**src/rmd_pkg.sv**
```systemverilog
package rmd_pkg;

  // ---------------------------------------------------------------------------
  // Register map (byte addresses on APB)
  // ---------------------------------------------------------------------------
  // Index per register; one aligned word each, byte address = 4 * index
  localparam logic [7:0] RMD_IDX_RAM_BASE = 8'h10;
  localparam logic [7:0] RMD_IDX_REG_BASE = 8'h11;
  localparam logic [7:0] RMD_IDX_EE_BASE = 8'h12;
  localparam logic [7:0] RMD_IDX_MISC = 8'h14;
  localparam logic [7:0] RMD_IDX_WAIT_CTRL = 8'h18;
  localparam logic [7:0] RMD_ADDR_RAM_BASE = {RMD_IDX_RAM_BASE[5:0], 2'h0};
  localparam logic [7:0] RMD_ADDR_REG_BASE = {RMD_IDX_REG_BASE[5:0], 2'h0};
  localparam logic [7:0] RMD_ADDR_EE_BASE = {RMD_IDX_EE_BASE[5:0], 2'h0};
  localparam logic [7:0] RMD_ADDR_MISC = {RMD_IDX_MISC[5:0], 2'h0};
  localparam logic [7:0] RMD_ADDR_WAIT_CTRL = {RMD_IDX_WAIT_CTRL[5:0], 2'h0};

  // ---------------------------------------------------------------------------
  // Reset values
  // ---------------------------------------------------------------------------
  localparam logic [7:0] RMD_RST_RAM_BASE = 8'h00;
  localparam logic [7:0] RMD_RST_REG_BASE = 8'h00;
  localparam logic [7:0] RMD_RST_EE_BASE = 8'h01;
  localparam logic [7:0] RMD_RST_MISC_EXP = 8'h0c;
  localparam logic [7:0] RMD_RST_MISC_SC = 8'h0f;
  localparam logic [7:0] RMD_RST_WAIT_CTRL = 8'h00;

  // ---------------------------------------------------------------------------
  // Writable bit masks, field positions
  // ---------------------------------------------------------------------------
  localparam logic [7:0] RMD_MASK_RAM_BASE = 8'hf8;
  localparam logic [7:0] RMD_MASK_REG_BASE = 8'hf8;
  localparam logic [7:0] RMD_MASK_EE_BASE = 8'hf1;
  localparam logic [7:0] RMD_MASK_WAIT_CTRL = 8'h01;
  localparam int RMD_EE_ENABLE_BIT = 0;
  localparam int RMD_SWAP_BIT = 7;
  localparam int RMD_NARROW_BIT = 6;
  localparam int RMD_RF_STR_LSB = 4;
  localparam int RMD_EX_STR_LSB = 2;
  localparam int RMD_SMALL_EN_BIT = 1;
  localparam int RMD_LARGE_EN_BIT = 0;

  // ---------------------------------------------------------------------------
  // Fixed address windows
  // ---------------------------------------------------------------------------
  localparam logic [15:0] RMD_DBG_ROM_LO = 16'hff00;
  localparam logic [15:0] RMD_FLASH_LOW_LO = 16'h1000;
  localparam logic [15:0] RMD_FLASH_SPLIT = 16'h8000;
  localparam logic [15:0] RMD_FLASH_HIGH_LO = 16'h9000;

  // Operating modes as {special_n, b, a}
  localparam logic [2:0] RMD_MODE_SPC_SC = 3'h0;
  localparam logic [2:0] RMD_MODE_SPC_NAR = 3'h1;
  localparam logic [2:0] RMD_MODE_PERIPH = 3'h2;
  localparam logic [2:0] RMD_MODE_SPC_WIDE = 3'h3;
  localparam logic [2:0] RMD_MODE_NRM_SC = 3'h4;
  localparam logic [2:0] RMD_MODE_NRM_NAR = 3'h5;
  localparam logic [2:0] RMD_MODE_NRM_WIDE = 3'h7;

  // One-hot decode targets
  typedef enum logic [6:0] {
    RMD_TGT_NONE = 7'h00,
    RMD_TGT_DBG = 7'h01,
    RMD_TGT_REGS = 7'h02,
    RMD_TGT_RAM = 7'h04,
    RMD_TGT_EE = 7'h08,
    RMD_TGT_SMALL = 7'h10,
    RMD_TGT_LARGE = 7'h20,
    RMD_TGT_EXT = 7'h40
  } rmd_target_t;

endpackage

```
**src/rmd_decoder.sv**
```systemverilog
// Function
// [RQ1] Base registers write once normal, anytime special
// [RQ2] New mapping takes effect next cycle
// [RQ3] Fixed overlap precedence, one target only
// [RQ4] Unclaimed space is external in expanded
// [RQ5] Register block 512 bytes, 2K aligned
// [RQ6] Register base from bits 15 to 11
// [RQ7] Wait-stop bit gates mapping in wait
// [RQ8] RAM 2K, base bits 15 to 11
// [RQ9] Software moves register block off RAM
// [RQ10] EEPROM 1K, base bits 15 to 12
// [RQ11] EEPROM enable, forced on single-chip
// [RQ12] Flash enables reset by mode
// [RQ13] Swap bit exchanges flash array placement
// [RQ14] Narrow bit gives 8-bit follow region
// [RQ15] Follow region sits above register block
// [RQ16] Follow region stretch 0 to 3
// [RQ17] External stretch 0 to 3, reset 3
// [RQ18] Debug ROM overrides top while active
// [RQ19] E clock held high while stretching
// [RQ20] Unimplemented bits read zero
//
// Added by the designer: the APB register port.
`timescale 1ns/1ps
`default_nettype none

module rmd_decoder
  import rmd_pkg::*;
#(
  parameter int ADDR_W = 16
) (
  input wire logic sys_clk,
  input wire logic nrst,
  // APB slave
  input wire logic psel,
  input wire logic penable,
  input wire logic pwrite,
  input wire logic [7:0] paddr,
  input wire logic [31:0] pwdata,
  output logic [31:0] prdata,
  output logic pready,
  output logic pslverr,
  // Mode and status inputs
  input wire logic [2:0] op_mode,
  input wire logic wait_mode,
  input wire logic background_debug,
  // CPU address side
  input wire logic cpu_valid,
  input wire logic [ADDR_W-1:0] cpu_addr,
  input wire logic e_phase_end,
  // Decode outputs
  output logic [6:0] sel_target,
  output logic sel_follow_region,
  output logic bus_narrow,
  output logic [1:0] stretch_cycles,
  output logic e_hold_high,
  output logic map_shutdown
);

  // ---------------------------------------------------------------------------
  // Mode helpers
  // ---------------------------------------------------------------------------
  // Special modes have the top mode bit low;
  // they relax write-once guards and lock wait-stop
  function automatic logic rmd_is_special(input logic [2:0] m);
    return (m[2] == 1'b0);
  endfunction

  // Expanded modes own an external bus;
  // peripheral mode has no on-chip master
  function automatic logic rmd_is_expanded(input logic [2:0] m);
    return (m == RMD_MODE_SPC_NAR) || (m == RMD_MODE_SPC_WIDE) ||
           (m == RMD_MODE_NRM_NAR) || (m == RMD_MODE_NRM_WIDE);
  endfunction

  // Only wide modes may narrow the follow region
  function automatic logic rmd_is_wide(input logic [2:0] m);
    return (m == RMD_MODE_SPC_WIDE) || (m == RMD_MODE_NRM_WIDE);
  endfunction

  // ---------------------------------------------------------------------------
  // Register state
  // ---------------------------------------------------------------------------
  logic [7:0] ram_base_position;
  logic [7:0] register_block_position;
  logic [7:0] eeprom_base_position;
  logic [7:0] misc_mapping_control;
  logic [7:0] wait_control;
  logic ram_written;
  logic reg_written;
  logic ee_written;
  logic misc_written;
  logic misc_loaded;
  logic special;
  logic expanded;
  logic wr_en;
  logic rd_en;


  // ---------------------------------------------------------------------------
  // Mode and strobe decode
  // ---------------------------------------------------------------------------
  assign special = rmd_is_special(op_mode);
  assign expanded = rmd_is_expanded(op_mode);
  // Writes land only at the edge where pready is seen high;
  // a master that overstays its access cannot write twice
  // Zero-wait APB: access completes in the first access cycle
  assign wr_en = psel && penable && pwrite && pready;
  assign rd_en = psel && penable && !pwrite && pready;

  // Once-only write permission per register
  function automatic logic rmd_may_write(input logic spc, input logic done);
    return spc || !done;
  endfunction

  // ---------------------------------------------------------------------------
  // Base position registers
  // ---------------------------------------------------------------------------
  // Write-once guards keep stray code from moving the map;
  // special modes skip them so test code can remap freely
  // Written flags stay set for the rest of the reset epoch
  always_ff @(posedge sys_clk or negedge nrst) begin
    if (!nrst) begin
      ram_base_position <= RMD_RST_RAM_BASE;
      ram_written <= 1'b0;
    end else if (wr_en && paddr == RMD_ADDR_RAM_BASE && rmd_may_write(special, ram_written)) begin
      ram_base_position <= pwdata[7:0] & RMD_MASK_RAM_BASE; // RQ1 RQ8 RQ20
      ram_written <= 1'b1;
    end
  end

  always_ff @(posedge sys_clk or negedge nrst) begin
    if (!nrst) begin
      // Registers start at zero and shadow the low RAM bytes
      register_block_position <= RMD_RST_REG_BASE; // RQ5
      reg_written <= 1'b0;
    end else if (wr_en && paddr == RMD_ADDR_REG_BASE && rmd_may_write(special, reg_written)) begin
      register_block_position <= pwdata[7:0] & RMD_MASK_REG_BASE; // RQ1 RQ6 RQ20
      reg_written <= 1'b1;
    end
  end

  // Enable bit is writable anytime; only the base field is once-only
  always_ff @(posedge sys_clk or negedge nrst) begin
    if (!nrst) begin
      eeprom_base_position <= RMD_RST_EE_BASE;
      ee_written <= 1'b0;
    end else if (wr_en && paddr == RMD_ADDR_EE_BASE) begin
      eeprom_base_position[RMD_EE_ENABLE_BIT] <= pwdata[RMD_EE_ENABLE_BIT]; // RQ11
      if (rmd_may_write(special, ee_written)) begin
        eeprom_base_position[7:1] <= pwdata[7:1] & RMD_MASK_EE_BASE[7:1]; // RQ1 RQ10 RQ20
        ee_written <= 1'b1;
      end
    end
  end

  // Mode pins are trusted only after release, so the
  // flash enables settle one edge late
  // Mode-dependent reset value is loaded in the first clocked cycle after release
  always_ff @(posedge sys_clk or negedge nrst) begin
    if (!nrst) begin
      misc_mapping_control <= RMD_RST_MISC_EXP; // RQ17
      misc_written <= 1'b0;
      misc_loaded <= 1'b0;
    end else if (!misc_loaded) begin
      misc_mapping_control <= expanded ? RMD_RST_MISC_EXP : RMD_RST_MISC_SC; // RQ12
      misc_loaded <= 1'b1;
    end else if (wr_en && paddr == RMD_ADDR_MISC && rmd_may_write(special, misc_written)) begin
      misc_mapping_control <= pwdata[7:0]; // RQ1 RQ13
      misc_written <= 1'b1;
    end
  end

  // Wait-stop bit: writable anytime in normal modes, never in special
  // Special modes keep mapping alive for debug in wait
  always_ff @(posedge sys_clk or negedge nrst) begin
    if (!nrst) begin
      wait_control <= RMD_RST_WAIT_CTRL;
    end else if (wr_en && paddr == RMD_ADDR_WAIT_CTRL && !special) begin
      wait_control <= pwdata[7:0] & RMD_MASK_WAIT_CTRL; // RQ7 RQ20
    end
  end

  // ---------------------------------------------------------------------------
  // APB read path and answer
  // ---------------------------------------------------------------------------
  logic [7:0] next_rdata;
  logic next_err;

  // Index decode; unmapped offsets error and read zero,
  // so a stray read cannot leak stale state
  always_comb begin
    next_err = 1'b0;
    case (paddr)
      RMD_ADDR_RAM_BASE: next_rdata = ram_base_position;
      RMD_ADDR_REG_BASE: next_rdata = register_block_position;
      RMD_ADDR_EE_BASE: begin
        // EEPROM always visible as enabled in single-chip modes
        next_rdata = eeprom_base_position | (expanded ? 8'h00 : 8'h01); // RQ11
      end
      RMD_ADDR_MISC: next_rdata = misc_mapping_control;
      RMD_ADDR_WAIT_CTRL: next_rdata = wait_control;
      default: begin
        next_rdata = 8'h00;
        next_err = 1'b1;
      end
    endcase
  end

  // pready registered: high in the access cycle, low otherwise
  // Read data is captured at setup, so it stands in access
  always_ff @(posedge sys_clk or negedge nrst) begin
    if (!nrst) begin
      pready <= 1'b0;
      pslverr <= 1'b0;
      prdata <= 32'h0000_0000;
    end else begin
      pready <= psel && !penable;
      pslverr <= psel && !penable && next_err;
      if (psel && !penable && !pwrite) begin
        prdata <= {24'h00_0000, next_rdata};
      end
    end
  end

  // Holding access cycle until pready: writes qualified by pready
  logic unused_rd;
  assign unused_rd = rd_en;

  // ---------------------------------------------------------------------------
  // Address decode
  // ---------------------------------------------------------------------------
  // Per-resource claims, each blind to the others;
  // the chain below settles any overlap
  logic eeprom_on;
  logic hit_dbg;
  logic hit_regs;
  logic hit_follow;
  logic hit_ram;
  logic hit_ee;
  logic hit_small;
  logic hit_large;
  logic swap;
  logic active;
  rmd_target_t next_target;

  assign swap = misc_mapping_control[RMD_SWAP_BIT];
  assign eeprom_on = eeprom_base_position[RMD_EE_ENABLE_BIT] || !expanded; // RQ11
  assign active = cpu_valid && !(wait_mode && wait_control[0]); // RQ7
  // Registered bases are used directly: a write lands one cycle later
  // and the next sampled address sees it; a staging
  // register would push the change out a cycle too far
  assign hit_dbg = background_debug && (cpu_addr >= RMD_DBG_ROM_LO); // RQ18
  // Registers take the low 512 bytes of their 2K window,
  // the follow region the next 512
  assign hit_regs = cpu_addr[15:11] == register_block_position[7:3] &&
                    cpu_addr[10:9] == 2'b00; // RQ5 RQ6
  assign hit_follow = cpu_addr[15:11] == register_block_position[7:3] &&
                      cpu_addr[10:9] == 2'b01; // RQ15
  assign hit_ram = cpu_addr[15:11] == ram_base_position[7:3]; // RQ2 RQ8
  // EEPROM answers only in the top 1K of its 4K window
  assign hit_ee = eeprom_on && cpu_addr[15:12] == eeprom_base_position[7:4] &&
                  cpu_addr[11:10] == 2'b11; // RQ10
  // Swap puts large array at bottom, small at top
  assign hit_small = misc_mapping_control[RMD_SMALL_EN_BIT] &&
                     (swap ? cpu_addr >= RMD_FLASH_HIGH_LO
                           : (cpu_addr >= RMD_FLASH_LOW_LO && cpu_addr < RMD_FLASH_SPLIT)); // RQ13
  assign hit_large = misc_mapping_control[RMD_LARGE_EN_BIT] &&
                     (swap ? cpu_addr < RMD_FLASH_SPLIT : cpu_addr >= RMD_FLASH_SPLIT); // RQ12

  // Priority chain: only the highest claiming resource is selected
  always_comb begin
    if (!active) begin
      // Idle, or mapping shut down in wait
      next_target = RMD_TGT_NONE;
    end else if (hit_dbg) begin
      // Debug ROM beats everything while active
      next_target = RMD_TGT_DBG; // RQ3
    end else if (hit_regs) begin
      // Registers hide whatever lies beneath
      next_target = RMD_TGT_REGS; // RQ3
    end else if (hit_ram) begin
      // RAM bytes under registers stay unreachable
      next_target = RMD_TGT_RAM; // RQ3
    end else if (hit_ee) begin
      // EEPROM wins over flash
      next_target = RMD_TGT_EE; // RQ3
    end else if (hit_small) begin
      // Flash arrays never overlap each other
      next_target = RMD_TGT_SMALL; // RQ3
    end else if (hit_large) begin
      // Second flash array
      next_target = RMD_TGT_LARGE; // RQ3
    end else if (expanded) begin
      // Anything left goes off chip
      next_target = RMD_TGT_EXT; // RQ4
    end else begin
      // Single-chip holes select nothing
      next_target = RMD_TGT_NONE;
    end
  end

  // ---------------------------------------------------------------------------
  // Registered decode outputs
  // ---------------------------------------------------------------------------
  // External win qualifies every bus-shaping output
  logic ext_like;
  assign ext_like = next_target == RMD_TGT_EXT;

  always_ff @(posedge sys_clk or negedge nrst) begin
    if (!nrst) begin
      sel_target <= 7'h00;
      sel_follow_region <= 1'b0;
      bus_narrow <= 1'b0;
      stretch_cycles <= 2'h0;
      map_shutdown <= 1'b0;
    end else begin
      sel_target <= next_target;
      map_shutdown <= wait_mode && wait_control[0]; // RQ7
      // Follow region is external space below flash and RAM only if unclaimed
      sel_follow_region <= ext_like && hit_follow; // RQ15
      bus_narrow <= ext_like && hit_follow && rmd_is_wide(op_mode) &&
                    misc_mapping_control[RMD_NARROW_BIT]; // RQ14
      // Stretch only matters off chip; internal targets never wait
      if (ext_like && hit_follow) begin
        stretch_cycles <= misc_mapping_control[RMD_RF_STR_LSB +: 2]; // RQ16
      end else if (ext_like) begin
        stretch_cycles <= misc_mapping_control[RMD_EX_STR_LSB +: 2]; // RQ17
      end else begin
        stretch_cycles <= 2'h0;
      end
    end
  end

  // ---------------------------------------------------------------------------
  // E clock stretch hold
  // ---------------------------------------------------------------------------
  logic [1:0] stretch_left;

  // Loads only at an E boundary, so stretch spans whole
  // E periods; the address must stand until the count drains
  // Counts E periods to hold high; a limitation is one access at a time
  always_ff @(posedge sys_clk or negedge nrst) begin
    if (!nrst) begin
      stretch_left <= 2'h0;
      e_hold_high <= 1'b0;
    end else if (e_phase_end) begin
      if (stretch_left != 2'h0) begin
        // Mid-stretch: count down, drop on last period
        stretch_left <= stretch_left - 2'h1;
        e_hold_high <= (stretch_left != 2'h1); // RQ19
      end else begin
        // Idle: take the stretch of the access on the bus
        stretch_left <= stretch_cycles;
        e_hold_high <= stretch_cycles != 2'h0; // RQ19
      end
    end
  end

endmodule

`default_nettype wire

```
**config.mk**
```make
export PLATFORM = sky130hd
export DESIGN_NAME = rmd_decoder
export DESIGN_NICKNAME = d
export VERILOG_FILES = /design/src/rmd_pkg.sv /design/src/rmd_decoder.sv
export SDC_FILE = /design/constraint.sdc
export NUM_CORES = 1
export LEC_CHECK = 0
export BUFFER_PORTS_ARGS = -buffer_cell sky130_fd_sc_hd__buf_4
export CAP_MARGIN = 40
export CELL_PAD_IN_SITES_DETAIL_PLACEMENT = 0
export CELL_PAD_IN_SITES_GLOBAL_PLACEMENT = 1
export CORE_MARGIN = 3
export CORE_UTILIZATION = 39
export DETAILED_ROUTE_END_ITERATION = 8
export GPL_TIMING_DRIVEN = 0
export PLACE_DENSITY = 0.9
export SLEW_MARGIN = 20
export SYNTH_ARGS = -nofsm -noshare
export SYNTH_HDL_FRONTEND = slang
export SYNTH_SLANG_ARGS = --single-unit
```
**constraint.sdc**
```tcl
create_clock -name sys_clk -period 2.7 [get_ports sys_clk]
set_input_delay 0.54 -clock sys_clk [delete_from_list [all_inputs] [get_ports sys_clk]]
set_output_delay 0.54 -clock sys_clk [all_outputs]
set_load 0.005 [all_outputs]
```
; Yosys cells after proc, flatten, opt, wreduce, memory -nomap -nowiden
; Index checks and enable logic that the tools add are counted.
[totals]
register_bits = 54
elab_cells = 117
[classes]
addsub = 1
magnitude_cmp = 5
eq_ne = 17
mux = 20
n_bitwise = 2
n_reduce_logical = 51
[op_table]
columns = cell, n
row1 = 7-bit two-way mux, 8
row2 = "16-bit greater-or-equal comparator, second input constant", 3
row3 = "8-bit by 7-bit == test with 1-bit output, second input constant", 5
row4 = 8-bit one-hot mux with 5 select lines, 1
row5 = 1-bit logical AND, 28
row6 = "16-bit by 13-bit greater-or-equal comparator with 1-bit output, second input constant", 1
row7 = "16-bit < comparator, second input constant", 1
row8 = 8-bit two-way mux, 2
row9 = 5-bit == test, 2
row10 = 1-bit logical OR, 9
row11 = 1-bit zero test, 8
row12 = 2-bit two-way mux, 4
row13 = 8-bit by 1-bit OR with 8-bit output, 1
row14 = "7-bit == test, second input constant", 1
row15 = "3-bit == test, second input constant", 2
row16 = 1-bit two-way mux, 5
row17 = 5-bit OR reduction, 1
row18 = 4-bit == test, 1
row19 = "2-bit by 1-bit inequality test with 1-bit output, second input constant", 2
row20 = 2-bit AND reduction, 2
row21 = 2-bit nonzero test, 2
row22 = "3-bit by 1-bit == test with 1-bit output, second input constant", 1
row23 = "3-bit by 2-bit == test with 1-bit output, second input constant", 1
row24 = "2-bit by 1-bit == test with 1-bit output, second input constant", 1
row25 = other kinds (4), 4

; Longest topological paths before layout
[depth]
depth_word = 17
depth_mapped = 7
depth_no_buf = 5

; Worst setup path before layout
; OpenSTA, ideal clock, no wires.
[synth_path]
path_type = input to register
from = input paddr[1]
to = register eeprom_base_position[4]
t_arrival_ns = 2.132
required_ns = 2.575
path_slack_ns = 0.443
stages = 6
n_path_buf = 1
cell_sequence = or4b_1 -> buf_6 -> nor4_4 -> nand2_2 -> a21o_4 -> mux2_4
[synth_via]
elab_chain_cells = 3
[synth_rtl]
columns = item, line_no
row1 = from (decl), rmd_decoder.sv:38  ; input wire logic [7:0] paddr,
row2 = 8-bit by 7-bit == test with 1-bit output, rmd_decoder.sv:148  ; end else if (wr_en && paddr == RMD_ADDR_EE_BASE) begin
row3 = 1-bit logical AND, rmd_decoder.sv:148
row4 = 2-bit AND reduction (no source line), -
row5 = "to (signal, indexed assignment)", rmd_decoder.sv:149  ; eeprom_base_position[RMD_EE_ENABLE_BIT] <= pwdata[RMD_EE_ENABLE_BIT];
row6 = to (signal assigned), rmd_decoder.sv:151  ; eeprom_base_position[7:1] <= pwdata[7:1] & RMD_MASK_EE_BASE[7:1];
row7 = to (decl), rmd_decoder.sv:86  ; logic [7:0] eeprom_base_position;
; No other way between the ends.
; A chain may end at the register's enable or synchronous reset.

; Worst setup path in the final report
; Same ends and word-level chain as after synthesis.

==> qor.yml <==
drtAntennaViolNets: 0
ioPinCount: 115
ys.flop_type: "dfrtp_1"
cts.repair.resized: 0
drt_iter0_drc: 99
post_cts_buffers: 0
critPathKind: "in2reg"
grt.total_usage_pct: 14.6
gp_congestion: 0.845
fin_cells: 434
seq_area_frac_synth_pct: 47.9
fmax_mhz: 464
antenna_found_initial: 0
cts_max_level: 2
synth_cell_types: 47
worstPathMaxFanout: 8
p_leak_nw: 1.71
synthArstFlopShare_pct: 100
grt_start_max_net_pins: 55
dp.final_hpwl_um: 4740
pre_cts_ws_ps: 220
maxSlewViolCount: 0
power.internal_mw: 1.10
fin_tns_setup_ps: 0
cp.required_ps: 2890
fin_crit_sh_pct: 79.8
combPwrFrac_pct: 13.3
io_buffers: 54
dr.pass1.iters: 5
ys_ff_latch: 54
end_kind: "flip-flop"
met3_usage_pct: 2.98
vias_per_cell: 4.75
cts_max_path_buffers: 2
worst_slew_pin_slew_ps: 655
cap_violations: 0
hold_class: "in2async"
row_count: 30
grt-busiest-layer: "met2"
hold_buffers: 0
layout_min_cycle_time_ps: 2160
critPathArrivalTime_ps: 2340
tritoncts: "built"
vias: 2060
cts-root-buf: "clkbuf_8"
clk_pin_slew_ps: 80
place_inst: 427
synthToLayoutAreaGrowth_pct: 24.3
grt_pass1_vias: 1927
clock_sinks: 54
drive_gt1_share_pct: 34.9
clk_latency_ps: 300
syn_inst: 254
start_util_pct: 41.0
netlist_area_mm2: 0.00283
setup_viol: 0
yosysWarnings: 0
skew_ps: 5.21
coreArea_mm2: 0.00691
status: "finished, final reports clean"
met1_usage_pct: 19.2
die_h_um: 91.2
cp-start-kind: "input pin"
clockPowerShare_pct: 28.8
diodes: 0
die_x_um: 91.2
p_sw_share_pct: 23.9
power_density_mw_per_mm2: 411
drc: 0
rsz0062_at_grt: "false"
gr-usage-met2_pct: 24.7
gr-total-overflow: 0
power_switching_mw: 0.345
utilization_pct: 50.9
peakVddDrop_mv: 0.171
syn_avg_cell_area_um2: 11.1
layout_setup_ws_ps: 545
relSlewSlack_pct: 56.3
seqPwrFrac_pct: 57.9
hold_viol_final: 0
cts_buffers: 5
synth-edff-count: 0
avgRoutedWirePerCell_um: 13.9
fin_nets: 406
fp.dieArea_mm2: 0.00831
grt_pass1_wl_um: 9780
wl_um: 6030
## final timing paths
path / from / slack (ps) / to / cells after the start
hold / removal: nrst / 270 / prdata[1] / 1
setup / recovery: paddr[1] / 540 / eeprom_base_position[4] / 7
max in group asynchronous: nrst / 1990 / misc_mapping_control[7] / 1
min in group sys_clk: penable / 420 / pready / 2
hold reg to reg: reg_written / 460 / reg_written / 1
setup reg to reg: register_block_position[4] / 720 / sel_target[4] / 5
## state kept, by name, summed over array words and instances, names as in the netlist
register and count:
sel_follow_region 1, misc_written 1, eeprom_base_position 5, wait_control 1, reg_written 1, bus_narrow 1
ram_base_position 5, pslverr 1, e_hold_high 1, register_block_position 5, misc_loaded 1, ee_written 1
stretch_cycles 2, ram_written 1, misc_mapping_control 8, prdata 8, stretch_left 2, sel_target 7
pready 1, map_shutdown 1
## synth_stat cells, drive strengths merged, types with 5 or more instances
| cell type | n | area [um2] |
|---|---|---|
| dfrtp | 51 | 1280 |
| buf | 29 | 229 |
| mux2 | 19 | 233 |
| nand2 | 18 | 72.6 |
| nor2 | 13 | 48.8 |
| o21ai | 12 | 60.1 |
| mux2i | 10 | 100 |
| nor2b | 9 | 56.3 |
| nor3 | 9 | 45.0 |
| xnor2 | 8 | 70.1 |
| xor2 | 7 | 61.3 |
| a22oi | 5 | 37.5 |
| nand2b | 5 | 31.3 |
| nand4 | 5 | 31.3 |
## power groups by stage
stage | combinational, mW | sequential [mW] | clock [mW]
2_1_floorplan | 0.100 | 0.852 | 0
3_3_place_gp | 0.191 | 0.853 | 0
3_5_place_dp | 0.192 | 0.854 | 0
4_1_cts | 0.192 | 0.838 | 0.428
5_1_grt | 0.212 | 0.840 | 0.458
6_report | 0.192 | 0.838 | 0.417
## routing by layer
layer	vias to the layer above	wire, um
met5	-	0
met4	0	61
met3	8	314
met2	55	3030
met1	987	2620
li1	1010	-
## layout make-up
cell class | instances | area (um2)
Tap cell | 96 | 120
Buffer | 33 | 244
Clock buffer | 7 | 76.3
Inverter | 3 | 11.3
Sequential cell | 54 | 1360
Timing Repair Buffer | 54 | 405
Fill cell | 654 | 3390
Multi-Input combinational cell | 187 | 1310
## critical path, stage by stage
cell     delay (ps)
buf_4           100
or4b_1          530
buf_6           160
nor4_4          320
nand2_2         140
a21o_4          250
mux2_4          300
## stage by stage
step                hold WS [ps]  area [um2]  total power, mW
floorplan                    244        2920            0.952
global placement             442        3440             1.04
detailed placement           447        3440             1.05
CTS                          294        3520             1.46
global route                 319        3520             1.51
finish                       274        3520             1.45
## logic make-up (layout without fill, tap and decap cells)
kind of cell | count (synthesis) | count (layout) | synth area share (%)
AOI/OAI and AO/OA | 34 | 34 | 8.93
xor gates and xnor gates | 15 | 15 | 4.64
adders and majority gates | 1 | 1 | 0.354
buffers and inverters | 36 | 97 | 9.02
DFF | 54 | 54 | 47.9
muxes | 29 | 29 | 11.8
other | 2 | 25 | 0.265
and+or+nand+nor | 83 | 83 | 17.1
## placed cells by master, fill, tap and decap left out, types with 2 or more instances in the layout
cell	count
buf_4	80
dfrtp_1	51
conb_1	25
nand2_1	16
mux2_2	14
nor2_1	13
o21ai_0	12
mux2i_1	10
nor3_1	9
nor2b_1	9
xnor2_1	8
xor2_1	7
clkbuf_1	6
nand4_1	5
nand2b_1	5
a22oi_1	5
mux2_4	5
clkbuf_8	5
nor3b_1	4
a22o_1	4
nand3_1	3
inv_1	3
buf_6	3
dfstp_2	3
and2_1	2
nor4_1	2
and3_1	2
nor4_4	2
nand2_2	2
a21o_4	2
or2b_1	2
a21oi_1	2
a311oi_1	2
Power figures use the tool's default switching activity.
